==> config.mk <==
export PLATFORM = sky130hd
export DESIGN_NAME = pwm_reload_timer
export DESIGN_NICKNAME = d
export VERILOG_FILES = /design/src/rtl/pwm_reload_timer_pkg.sv /design/src/rtl/pwm_reload_timer.sv
export VERILOG_INCLUDE_DIRS = /design/src /design/src/rtl
export SDC_FILE = /design/constraint.sdc
export NUM_CORES = 1
export LEC_CHECK = 0
export BUFFER_PORTS_ARGS = -buffer_cell sky130_fd_sc_hd__buf_2
export CORE_MARGIN = 2
export CORE_UTILIZATION = 59
export DETAILED_ROUTE_END_ITERATION = 8
export PLACE_DENSITY = 0.81
export SLEW_MARGIN = 15
export SYNTH_ARGS = -nofsm -noshare
export SYNTH_HDL_FRONTEND = slang
export SYNTH_SLANG_ARGS = --single-unit
==> constraint.sdc <==
create_clock -name ref_clk -period 2.88 [get_ports ref_clk]
set_input_delay 0.288 -clock ref_clk [delete_from_list [all_inputs] [get_ports ref_clk]]
set_output_delay 0.288 -clock ref_clk [all_outputs]
set_load 0.02 [all_outputs]
==> src/rtl/pwm_reload_timer_defines.svh <==
// Register indices, field positions, reset values and widths for the PWM reload timer
`ifndef PWM_RELOAD_TIMER_DEFINES_SVH
`define PWM_RELOAD_TIMER_DEFINES_SVH

// Register indices; byte address on APB is four times the index
`define IDX_DUTY3          7'h74
`define IDX_DUTY2          7'h75
`define IDX_DUTY1          7'h76
`define IDX_DUTY0          7'h77
`define IDX_PWM_CTRL       7'h78
`define IDX_TIMER_CSR      7'h79
`define IDX_COUNTER_ACCESS 7'h7a
`define IDX_RELOAD_VALUE   7'h7b
`define IDX_CAPTURE_CSR    7'h7c
`define IDX_CAPTURE_VAL1   7'h7d
`define IDX_CAPTURE_VAL2   7'h7e

// APB address width in bits
`define APB_ADDR_W         12

// Timer control/status field positions
`define CSR_SRC_SEL_BIT    7
`define CSR_TAP_MSB        6
`define CSR_TAP_LSB        4
`define CSR_RUN_BIT        3
`define CSR_FORCE_BIT      2
`define CSR_OVF_IE_BIT     1
`define CSR_OVF_FLAG_BIT   0

// Capture control/status field positions
`define CCSR_EDGE_LSB      4
`define CCSR_IE_LSB        2
`define CCSR_FLAG_LSB      0

// Reset values and counter top value
`define RST_BYTE           8'h00
`define RST_PRESCALER      7'h00
`define COUNTER_TOP        8'hff

`endif

==> src/rtl/pwm_reload_timer_pkg.sv <==
// Types for the PWM reload timer
package pwm_reload_timer_pkg;

  typedef logic [7:0] byte_t;

  // Whole state of the timer in one register bank
  typedef struct packed {
    logic [2:0]      ext_sync;      // External clock sync chain plus edge tap
    logic [1:0]      cap_sync0;     // Capture pin first sync stage
    logic [1:0]      cap_sync1;     // Capture pin second sync stage
    logic [1:0]      cap_prev;      // Capture pin edge tap
    logic [6:0]      prescaler;     // Seven-bit prescaler
    byte_t           counter;       // Reload counter
    byte_t           reload_value;  // Reload value
    logic [3:0][7:0] duty_value;    // Software duty values
    logic [3:0][7:0] compare_value; // Hidden compare values
    logic [3:0]      out_enable;    // PWM output enables
    logic [3:0]      out_polarity;  // PWM output polarity
    logic            clock_source_select;
    logic [2:0]      prescale_tap_select;
    logic            counter_run_enable;
    logic            overflow_irq_enable;
    logic            overflow_flag;
    logic [1:0]      capture_edge_select;
    logic [1:0]      capture_irq_enable;
    logic [1:0]      capture_flag;
    logic [1:0][7:0] capture_value;
    logic            pready;
    logic            pslverr;
    logic [31:0]     prdata;
    logic [3:0]      pwm_level;
    logic [3:0]      pwm_oe;
    logic            ovf_irq;
    logic            cap_irq;
    logic            wake;
  } timer_state_s;

endpackage

==> src/rtl/pwm_reload_timer.sv <==
// PWM auto-reload timer with APB register access, four PWM outputs and two captures
//
// Overview of operation
// - Eight-bit up-counter advances on prescaler tick
// - Overflow reloads counter, prescaler left alone
// - Counter readable and writable while running
// - Seven-bit prescaler, tap selects divide 2^n
// - Source select picks CPU or external clock
// - Run enable clear freezes prescaler and counter
// - Reset clears counter, prescaler, selects CPU
// - Force reload or counter write clears prescaler
// - Hidden compares copied from duty at overflow
// - Per-channel enable drives push-pull output
// - Shared period is 256 minus reload value
// - Overflow sets inverse of polarity, compare restores
// - No PWM waveform while in Halt
// - Overflow sets flag, gated overflow interrupt
// - External events counted, flag after 256-reload
// - Capture edge latches counter, sets flag
// - Edge select and interrupt enable per channel
// - Capture blocked until value read; read clears
// - Capture interrupt held while flag and enable
// - Enabled capture edge wakes from Halt
// - Reading control/status clears overflow flag
// - Force reload is write-only, reads zero
// - Polarity change inverts output at once
// - Edge select one is rising, zero falling
//
// Local design decisions: the APB register port and the placing of the registers.
`timescale 1ns/1ps
`include "pwm_reload_timer_defines.svh"

module pwm_reload_timer (
  input  wire logic                          ref_clk,           // 50 MHz CPU clock
  input  wire logic                          rst_b,             // Synchronous reset
  input  wire logic [`APB_ADDR_W-1:0]        paddr,             // APB byte address
  input  wire logic                          psel,              // APB select
  input  wire logic                          penable,           // APB access phase
  input  wire logic                          pwrite,            // APB write
  input  wire logic [31:0]                   pwdata,            // APB write data
  output logic [31:0]                        prdata,            // APB read data
  output logic                               pready,            // APB ready
  output logic                               pslverr,           // APB error, unmapped
  input  wire logic                          external_event_clock, // External clock pin
  input  wire logic [1:0]                    capture_input_pin, // Capture pins 1 and 2
  input  wire logic                          halt_mode,         // System in Halt
  output logic [3:0]                         pwm_out,           // PWM pin levels
  output logic [3:0]                         pwm_out_en,        // PWM pin drive enables
  output logic                               overflow_irq,      // Overflow interrupt
  output logic                               capture_irq,       // Capture interrupt
  output logic                               wake_req           // Halt wake request
);
  import pwm_reload_timer_pkg::*;

  timer_state_s q;
  timer_state_s d;

  // Bus decode helpers
  logic        in_map;
  logic [6:0]  idx;
  logic        acc;
  logic        wr;
  logic        rd;
  logic [31:0] rdata;
  byte_t       wbyte;

  // Timing helpers
  logic        in_tick;
  logic        cnt_tick;
  logic [6:0]  tap_mask;
  logic        ovf_set;
  logic [1:0]  cap_edge;
  logic [1:0]  cap_take;
  logic [1:0]  icr_read;
  logic        csr_read;
  logic [3:0]  raw_level;

  assign idx   = paddr[8:2];
  assign wbyte = pwdata[7:0];
  // Access completes on the second access cycle, so one wait state per transfer
  assign acc   = psel & penable & q.pready;
  assign wr    = acc & pwrite & in_map;
  assign rd    = acc & ~pwrite & in_map;

  // Address map check; misaligned or out of window counts as unmapped
  always_comb begin
    in_map = 1'b0;
    if (paddr[1:0] == 2'b00 && paddr[`APB_ADDR_W-1:9] == '0) begin
      in_map = (idx >= `IDX_DUTY3) && (idx <= `IDX_CAPTURE_VAL2);
    end
  end

  // Read mux; force reload bit always reads back as zero
  always_comb begin
    rdata = 32'h0000_0000;
    unique case (idx)
      `IDX_DUTY3:          rdata[7:0] = q.duty_value[3];
      `IDX_DUTY2:          rdata[7:0] = q.duty_value[2];
      `IDX_DUTY1:          rdata[7:0] = q.duty_value[1];
      `IDX_DUTY0:          rdata[7:0] = q.duty_value[0];
      `IDX_PWM_CTRL:       rdata[7:0] = {q.out_enable, q.out_polarity};
      `IDX_TIMER_CSR:      rdata[7:0] = {q.clock_source_select, q.prescale_tap_select,
                                         q.counter_run_enable, 1'b0,
                                         q.overflow_irq_enable, q.overflow_flag};
      `IDX_COUNTER_ACCESS: rdata[7:0] = q.counter;
      `IDX_RELOAD_VALUE:   rdata[7:0] = q.reload_value;
      `IDX_CAPTURE_CSR:    rdata[7:0] = {2'b00, q.capture_edge_select,
                                         q.capture_irq_enable, q.capture_flag};
      `IDX_CAPTURE_VAL1:   rdata[7:0] = q.capture_value[0];
      `IDX_CAPTURE_VAL2:   rdata[7:0] = q.capture_value[1];
      default:             rdata = 32'h0000_0000;
    endcase
  end

  // Prescaler input tick: every CPU cycle, or a synced external rising edge
  always_comb begin
    if (q.clock_source_select) begin
      in_tick = q.ext_sync[1] & ~q.ext_sync[2];
    end else begin
      in_tick = 1'b1;
    end
    // Frozen while not running; halted core also stops counting
    in_tick  = in_tick & q.counter_run_enable & ~halt_mode;
    tap_mask = 7'(({1'b0, 7'h7f} << q.prescale_tap_select) ^ 8'h7f);
    cnt_tick = in_tick && ((q.prescaler & tap_mask) == tap_mask);
    ovf_set  = cnt_tick && (q.counter == `COUNTER_TOP);
  end

  // Capture edge detection on synced pins
  always_comb begin
    for (int i = 0; i < 2; i++) begin
      // Edge select one means rising, zero falling
      if (q.capture_edge_select[i]) begin
        cap_edge[i] = q.cap_sync1[i] & ~q.cap_prev[i];
      end else begin
        cap_edge[i] = ~q.cap_sync1[i] & q.cap_prev[i];
      end
      icr_read[i] = rd && (idx == (`IDX_CAPTURE_VAL1 + 7'(i)));
      // A read in the same cycle reopens the channel, so the edge is not lost
      cap_take[i] = cap_edge[i] & (~q.capture_flag[i] | icr_read[i]);
    end
    csr_read = rd && (idx == `IDX_TIMER_CSR);
  end

  // Level before polarity: high while counter is at or below compare
  always_comb begin
    for (int c = 0; c < 4; c++) begin
      raw_level[c] = (q.counter <= q.compare_value[c]);
    end
  end

  // Next-state logic for the whole block
  always_comb begin
    d = q;

    // Two-stage synchronisers, third stage used only for edges
    d.ext_sync  = {q.ext_sync[1:0], external_event_clock};
    d.cap_sync0 = capture_input_pin;
    d.cap_sync1 = q.cap_sync0;
    d.cap_prev  = q.cap_sync1;

    // Prescaler and counter
    if (in_tick) begin
      d.prescaler = q.prescaler + 7'h01;
    end
    if (cnt_tick) begin
      if (q.counter == `COUNTER_TOP) begin
        d.counter       = q.reload_value;
        d.compare_value = q.duty_value;
      end else begin
        d.counter = q.counter + 8'h01;
      end
    end

    // Register writes, applied at the completing edge; a write beats a tick
    if (wr) begin
      unique case (idx)
        `IDX_DUTY3:          d.duty_value[3] = wbyte;
        `IDX_DUTY2:          d.duty_value[2] = wbyte;
        `IDX_DUTY1:          d.duty_value[1] = wbyte;
        `IDX_DUTY0:          d.duty_value[0] = wbyte;
        `IDX_PWM_CTRL: begin
          d.out_enable   = wbyte[7:4];
          d.out_polarity = wbyte[3:0];
        end
        `IDX_TIMER_CSR: begin
          d.clock_source_select = wbyte[`CSR_SRC_SEL_BIT];
          d.prescale_tap_select = wbyte[`CSR_TAP_MSB:`CSR_TAP_LSB];
          d.counter_run_enable  = wbyte[`CSR_RUN_BIT];
          d.overflow_irq_enable = wbyte[`CSR_OVF_IE_BIT];
          // Force reload needs the run bit in the same write
          if (wbyte[`CSR_FORCE_BIT] && wbyte[`CSR_RUN_BIT]) begin
            d.counter   = q.reload_value;
            d.prescaler = `RST_PRESCALER;
          end
        end
        `IDX_COUNTER_ACCESS: begin
          d.counter   = wbyte;
          d.prescaler = `RST_PRESCALER;
        end
        `IDX_RELOAD_VALUE:   d.reload_value = wbyte;
        `IDX_CAPTURE_CSR: begin
          d.capture_edge_select = wbyte[`CCSR_EDGE_LSB+1:`CCSR_EDGE_LSB];
          d.capture_irq_enable  = wbyte[`CCSR_IE_LSB+1:`CCSR_IE_LSB];
        end
        default: begin
        end
      endcase
    end

    // Overflow flag: read clears, a coincident overflow wins
    d.overflow_flag = (q.overflow_flag & ~csr_read) | ovf_set;

    // Captures latch the live counter value
    for (int i = 0; i < 2; i++) begin
      if (cap_take[i]) begin
        d.capture_value[i] = q.counter;
      end
      d.capture_flag[i] = (q.capture_flag[i] & ~icr_read[i]) | cap_take[i];
    end

    // Outputs; polarity applied before the register so a change shows at the write's own edge
    for (int c = 0; c < 4; c++) begin
      // Polarity zero: high up to compare; Halt parks pin at inverse of polarity
      d.pwm_level[c] = halt_mode ? ~d.out_polarity[c]
                                 : (raw_level[c] ^ d.out_polarity[c]);
    end
    d.pwm_oe  = d.out_enable;
    d.ovf_irq = d.overflow_flag & d.overflow_irq_enable;
    d.cap_irq = |(d.capture_flag & d.capture_irq_enable);
    d.wake    = |(cap_take & d.capture_irq_enable);

    // APB slave: one wait state, data and error registered with ready
    d.pready  = psel & penable & ~q.pready;
    d.pslverr = 1'b0;
    if (psel && penable && !q.pready) begin
      d.pslverr = ~in_map;
      d.prdata  = in_map ? rdata : 32'h0000_0000;
    end

    // Reset state, CPU clock selected
    if (!rst_b) begin
      d = '0;
      d.pwm_level = 4'hf;
    end
  end

  // Single state register
  always_ff @(posedge ref_clk) begin
    q <= d;
  end

  assign prdata       = q.prdata;
  assign pready       = q.pready;
  assign pslverr      = q.pslverr;
  assign pwm_out      = q.pwm_level;
  assign pwm_out_en   = q.pwm_oe;
  assign overflow_irq = q.ovf_irq;
  assign capture_irq  = q.cap_irq;
  assign wake_req     = q.wake;

endmodule

==> results of run 1 <==
-- cell families (layout without fill, tap and decap cells) --
| logic type | after synthesis | after routing | share of synthesized area, % |
|---|---|---|---|
| compound gates | 220 | 220 | 16.4 |
| buf+inv | 128 | 143 | 8.10 |
| other cells | 1 | 24 | 0.0475 |
| flops | 150 | 150 | 38.0 |
| mux | 48 | 48 | 6.55 |
| simple gates | 407 | 407 | 24.4 |
| fa+ha+maj | 34 | 34 | 5.39 |
| xor+xnor | 10 | 10 | 1.11 |
-- critical path: stages, from the launching register on --
cell	delay, ns
dfxtp_1	0.29
nand2b_1	0.19
a21oi_1	0.40
and4_1	0.46
nand2_1	0.27
buf_4	0.31
nand2_1	0.11
a21oi_1	0.07
-- worst paths after layout --
check / startpoint / to / slack (ns) / cells past startpoint
min: capture_input_pin[0] / q[173] / 0.06 / 2
max reg2reg: q[177] / q[106] / 0.62 / 7
max: q[177] / q[106] / 0.62 / 7
min reg2reg: q[173] / q[171] / 0.43 / 1
-- synthesized netlist by cell type (9+ instances only) --
cell type / number / area [um2]
nand4_1: 14 / 87.6
nand3_1: 34 / 170
ha_1: 34 / 425
nor2_1: 47 / 176
inv_1: 31 / 116
clkbuf_1: 49 / 184
mux2i_1: 37 / 370
o21ai_0: 37 / 185
nor2b_1: 10 / 62.6
buf_4: 41 / 308
mux2_2: 9 / 101
a21oi_1: 109 / 546
and2_1: 13 / 81.3
a22oi_1: 17 / 128
and4_1: 11 / 96.3
nand2_1: 227 / 852
dfxtp_1: 150 / 3000
-- per-layer routing --
metal | vias up | track usage [%]
met4 | 0 | 16.7
met5 | - | 0
met2 | 462 | 48.5
met1 | 3429 | 43.3
met3 | 86 | 6.84
li1 | 3451 | -
-- registers in the layout, indices dropped and copies added (netlist names) --
signal / count
pwm_out_en: 4
wake_req: 1
capture_irq: 1
q: 129
overflow_irq: 1
prdata: 8
pready: 1
pslverr: 1
pwm_out: 4
-- cell type report --
type	instances	area, um2
inverters	31	116
well taps	176	220
flip-flops and latches	150	3000
repair buffers	80	478
clock inverters	14	148
fillers	1121	4390
clock buffers	18	439
multi-input cells	743	4340
-- stage by stage --
step	setup WS (ns)	instance area (um2)	total power, mW	utilization, %
6_report	0.619	8740	4.54	66.6
3_5_place_dp	0.289	8160	2.35	62.1
4_1_cts	0.693	8740	4.54	66.6
3_3_place_gp	0.344	8160	2.34	62.1
5_1_grt	0.545	8740	4.65	66.6
2_1_floorplan	0.669	7980	2.30	-
-- power breakdown --
| part | switching, mW | internal, mW | total, mW |
|---|---|---|---|
| clock network | 0.927 | 1.30 | 2.23 |
| registers | 0.00270 | 2.08 | 2.08 |
| logic | 0.173 | 0.0516 | 0.225 |
==> impl_metrics.ini, run 1 <==
[run_status]
status = complete, no violations

[logic_synthesis]
ys.flop_type = dfxtp_1
synth_area_per_cell_um2 = 7.91
async_flop_share_pct = 0
syn_area_um2 = 7890
synthCells = 998
yosys_warnings = 0
synth_cell_types = 62
yosysSeqAreaShare_pct = 38.0
yosys_register_bits = 150
synth_edf_count = 0

[setup_path]
arrival_ns = 2.56
end_kind = flip-flop
worstPathMaxFanout = 29
critical_path_class = flip-flop to flip-flop
start_kind = flip-flop
cp.required_ns = 3.18

[clocking]
clk_path_buf_depth = 2
clkTransAtPathRegs_ns = 0.06
post_cts_buffers = 0
cts_resized = 0
cts_root_buf = clkbuf_16
cts_sinks = 150
holdBufCountCts = 0
cts_tree = built
cts-htree-levels = 4
cts_buffers = 17
clock_latency_ns = 0.43

[grt]
first_global_vias = 6687
grt_max_degree = 52
antenna_found_initial = 0
grt.overflow.total = 0
grtUsageTotal_pct = 32.1
grt_pass1_wl_um = 35600

[route]
dr.max_layer_used = met4
wl_met1_um = 9300
viasPerCell = 6.13
dr.pass1.iters = 5
antenna_left = 0
wl_um = 22700
wl_per_cell_um = 18.7
met2_length_um = 9970
drc = 0
met3_length_um = 2350
dr_total_vias = 7428
first_iter_violations = 840

[timing]
slew_headroom_pct = 49.8
final_hold_viol_count = 0
fin_hold_ws_ns = 0.0627
rsz0062_at_grt = false
period_minus_slack_ns = 2.26
worstMarginPinSlew_ns = 0.752
finalCritPeriodShare_pct = 78.5
slew_viol_final = 0
setup_violations = 0
fmax_ghz = 0.442
final.setup.tns_ns = 0
clock_skew_ns = 0.00750

[worst_hold_path]
worstHoldPathType = input pin to flip-flop

[cells_and_area]
mostFrequentLayoutCell = nand2_1
syn2layout_area_growth_pct = 10.8
drive_gt1_share_pct = 13.4
fin_cells = 1212
mostFrequentLayoutCells = nand2_1, dfxtp_1, a21oi_1, buf_2, nor2_1
nNetsFinal = 1110
antenna_cells = 0

[flow_run]
cap_viol_max_count = 0

[die]
rows = 42
die_width_um = 120
die_y_um = 120
initial_core_util_pct = 60.1
pin_count = 98
core_area_um2 = 13100
die_area_um2 = 14300

[power]
ir_worst_vdd_v = 0.000438
p_per_area_nw_per_um2 = 519
p_leak_nw = 3.16

[placed_design]
dp_hpwl_um = 15600
io_buffers = 49
gp_congestion = 0.977
dp_cells = 1180
Note: power is estimated with default switching activity, not from simulation.
==> run 2: changes to the inputs <==
clock period = 2.3 ns   (was 2.88 ns; I/O delays follow)
==> impl_metrics.ini, run 2 (synthesis gave the netlist of run 1 again) <==
[run_status]
status = complete, no violations

[cells_and_area]
drive_gt1_share_pct = 15.8
mostFrequentLayoutCell = nand2_1
largest_reg_flops = 129
antenna_cells = 0
post-route-util_pct = 69.1
fill_cells = 1059
nNetsFinal = 1139
syn2layout_area_growth_pct = 15.0
mostFrequentLayoutCells = nand2_1, dfxtp_1, a21oi_1, buf_4, buf_2
regMostFlops = q
final_area_um2 = 9070

[clocking]
clk_path_buf_depth = 2
clock_latency_ns = 0.43
cts_resized = 0
cts_buffers = 17
cts_root_buf = clkbuf_16
holdBufCountCts = 0
post_cts_buffers = 0
cts_sinks = 150
clkTransAtPathRegs_ns = 0.06
cts_tree = built
cts-htree-levels = 4

[timing]
finalCritPeriodShare_pct = 93.3
final_hold_viol_count = 0
setup_violations = 0
slew_viol_final = 0
period_minus_slack_ns = 2.14
fmax_ghz = 0.466
worstMarginPinSlew_ns = 0.630
rsz0062_at_grt = false
slew_headroom_pct = 57.9
final.setup.tns_ns = 0
clock_skew_ns = 0.0104

[route]
dr.pass1.iters = 5
met2_length_um = 10100
wl_per_cell_um = 18.3
drc = 0
first_iter_violations = 794
viasPerCell = 5.96
dr_total_vias = 7394
met3_length_um = 2460
wl_met1_um = 9340
dr.max_layer_used = met4
wl_um = 22700
antenna_left = 0

[setup_path]
worstPathMaxFanout = 9
crit_chain = nand2b_1, a21oi_1, and4_1, nand2_1, buf_4, a21oi_1, o41ai_1
arrival_ns = 2.46
r2r_slack_ns = 0.16
start_kind = flip-flop
max_stage_delay_ns = 0.46
end_kind = flip-flop
cp_top_family = simple AND/OR/NAND/NOR gates
cpMaxStageDelayCell = and4_1
critical_path_class = flip-flop to flip-flop
critPathBufInv = 1
cp.required_ns = 2.61
cp_common_cell = a21oi_1

[die]
rows = 42
die_width_um = 120
core_area_um2 = 13100
die_area_um2 = 14300
die_y_um = 120
initial_core_util_pct = 60.1
pin_count = 98

[power]
comb_power_share_pct = 5.0
ir_worst_vdd_v = 0.000528
power_mw = 5.87
power.share.sequential_pct = 44.5
swShare_pct = 22.7
p_per_area_nw_per_um2 = 646
cell_internal_pwr_mw = 4.53
power_switching_mw = 1.33
p_leak_nw = 3.35
pwr-share-clk_pct = 50.5

[grt]
first_global_vias = 6753
grtUsageTotal_pct = 32.1
grt_pass1_wl_um = 35500
grt_max_degree = 94
grt.overflow.total = 0
antenna_found_initial = 0

[placed_design]
gp_congestion = 0.971
io_buffers = 49
placedInstanceArea_um2 = 8440
dp_hpwl_um = 15800

[worst_hold_path]
worstHoldPathType = input pin to flip-flop

[flow_run]
cap_viol_max_count = 0
==> run 2: power by group through the flow <==
stage                     clock network [mW]  logic, mW  registers (mW)
after detailed placement                   0      0.279            2.67
after floorplan                            0      0.206            2.67
final                                   2.97      0.290            2.61
after global routing                    3.10      0.304            2.61
after CTS                               2.98      0.280            2.61
after global placement                     0      0.277            2.67
==> run 2: worst reg2reg max path, delay by kind of cell, from the launching register on <==
kind,cells,cell delay (ns)
AOI/OAI and AO/OA,3,0.63
buffers and inverters,1,0.22
DFF,1,0.29
and+or+nand+nor,3,0.89
==> run 2: through the flow <==
| step | hold slack, ns | cells | setup slack [ns] |
|---|---|---|---|
| after floorplan | 0.357 | 1021 | 0.147 |
| after global placement | 0.414 | 1209 | 0.104 |
| after detailed placement | 0.417 | 1209 | 0.0861 |
| after CTS | 0.00258 | 1241 | 0.191 |
| after global routing | 0.0132 | 1241 | 0.0491 |
| final | 0.00837 | 1241 | 0.155 |
==> run 2: path summary, 6_finish.rpt <==
check,from,depth (start not counted),endpoint
worst max-delay path,q[177],7,q[159]
worst min-delay path,external_event_clock,2,q[175]
worst max register to register,q[177],7,q[159]
worst min register to register,q[175],1,q[176]
==> run 2: per-layer routing <==
metal	global-route usage, %	vias up
met2	49.9	440
met4	13.7	0
met1	43.8	3378
met3	6.23	71
li1	-	3505
met5	0	-
==> run 2: final cells by class <==
| class | count | area (um2) | share of cell area, % |
|---|---|---|---|
| Inverter | 31 | 116 | 1.28 |
| Multi-Input combinational cell | 743 | 4340 | 47.8 |
| Clock buffer | 22 | 494 | 5.45 |
| Sequential cell | 150 | 3000 | 33.1 |
| Tap cell | 176 | 220 | 2.43 |
| Timing Repair Buffer | 109 | 758 | 8.36 |
| Clock inverter | 10 | 143 | 1.57 |
==> run 3: changes to the inputs <==
CORE_ASPECT_RATIO = 0.5   (was default)
==> impl_metrics.ini, run 3 (synthesis gave the netlist of run 1 again) <==
[run_status]
status = finished with violations
violations = DRC

[timing]
fin_hold_ws_ns = 0.0157
worstMarginPinSlew_ns = 0.720
clock_skew_ns = 0.0115
slew_viol_final = 0
rsz0062_at_grt = false
setup_violations = 0
period_minus_slack_ns = 2.18
final.setup.tns_ns = 0
fmax_ghz = 0.459
finalCritPeriodShare_pct = 94.8
fin_ws_ns = 0.120
final_hold_viol_count = 0
slew_headroom_pct = 51.9

[route]
dr.pass1.iters = 8
drc = 2
wl_um = 24000
viasPerCell = 6.23
wl_per_cell_um = 19.5
antenna_left = 0
first_iter_violations = 1016
dr_total_vias = 7666

[grt]
first_global_vias = 6990
antenna_found_initial = 0
grt_pass1_wl_um = 37600
grt_max_degree = 87
grt.overflow.total = 0
grtUsageTotal_pct = 33.7

[cells_and_area]
syn2layout_area_growth_pct = 13.5
mostFrequentLayoutCell = nand2_1
final_area_um2 = 8960
antenna_cells = 0
fin_cells = 1231
drive_gt1_share_pct = 15.3
regMostFlops = q
post-route-util_pct = 69.8
mostFrequentLayoutCells = nand2_1, dfxtp_1, a21oi_1, buf_4, buf_2
nNetsFinal = 1135
largest_reg_flops = 129

[clocking]
clk_path_buf_depth = 2
cts-htree-levels = 4
cts_buffers = 17
cts_root_buf = clkbuf_16
post_cts_buffers = 0
cts_resized = 0
clock_latency_ns = 0.42
cts_tree = built
clkTransAtPathRegs_ns = 0.07
holdBufCountCts = 0
cts_sinks = 150

[flow_run]
cap_viol_max_count = 0

[worst_hold_path]
worstHoldPathType = input pin to flip-flop
hold_depth = 2

[die]
die_y_um = 85.8
core_area_um2 = 12800
initial_core_util_pct = 61.5
pin_count = 98
rows = 29
die_area_um2 = 14400
die_width_um = 168

[placed_design]
placedInstanceArea_um2 = 8380
io_buffers = 49
dp_hpwl_um = 16700
dp_cells = 1199
gp_congestion = 0.988
dp_slack_ns = -0.0544

[power]
power_mw = 5.70
p_per_area_nw_per_um2 = 636
p_leak_nw = 3.30
ir_worst_vdd_v = 0.000413

[setup_path]
cpMaxStageDelayCell = dfxtp_1
crit_chain = ha_1, a21oi_1, o21ai_0, o21ai_0, a21oi_1, xnor2_1, nand2_1
critical_path_class = flip-flop to flip-flop
max_stage_delay_ns = 0.74
rr_worst_depth = 7
start_kind = flip-flop
worstPathMaxFanout = 11
end_kind = flip-flop
arrival_ns = 2.48
cp.required_ns = 2.60
-- run 3: cell count changes in the layout (fill, tap and decap cells not counted) --
cell        before  now
clkbuf_1         0    2
buf_4           55   53
inv_6            1    2
bufinv_16        3    2
clkinv_2         1    3
buf_12           5    3
clkinvlp_4       4    3
clkbuf_8         5    2
-- run 3: final timing paths --
| check | start | endpoint | slack (ns) |
|---|---|---|---|
| worst min-delay path | external_event_clock | q[175] | 0.02 |
| worst min register to register | q[173] | q[171] | 0.43 |
| worst max register to register | q[159] | pwm_out[0] | 0.12 |
| worst max-delay path | q[159] | pwm_out[0] | 0.12 |
-- run 3: per-layer routing --
layer	part of all wire [%]	vias up	global-route usage (%)
li1	-	3498	-
met4	3.8	0	12.8
met1	41	3549	45.0
met5	0	-	0
met3	13	92	9.69
met2	42	527	52.4
-- run 3: report_power, final --
group          leakage, nW  switching (mW)  total, mW  internal [mW]
Clock                0.280            1.13       2.78           1.66
Combinational         1.81           0.222      0.302         0.0804
Sequential            1.21         0.00354       2.61           2.61
Total                 3.30            1.35       5.70           4.35
-- run 3: area by class of cell --
type | instances | area, um2
multi-input combinational | 743 | 4340
tap | 170 | 213
timing repair buffer | 105 | 703
sequential | 150 | 3000
clock buffer | 21 | 460
clock inverter | 11 | 124
fill | 1005 | 3880
inverter | 31 | 116
-- run 3: critical path: cells and delay by family, from the launching register on --
kind | cells | cell delay, ns
DFF | 1 | 0.74
AOI/OAI and AO/OA | 4 | 0.72
adders and majority gates | 1 | 0.38
xor gates and xnor gates | 1 | 0.15
and+or+nand+nor | 1 | 0.06
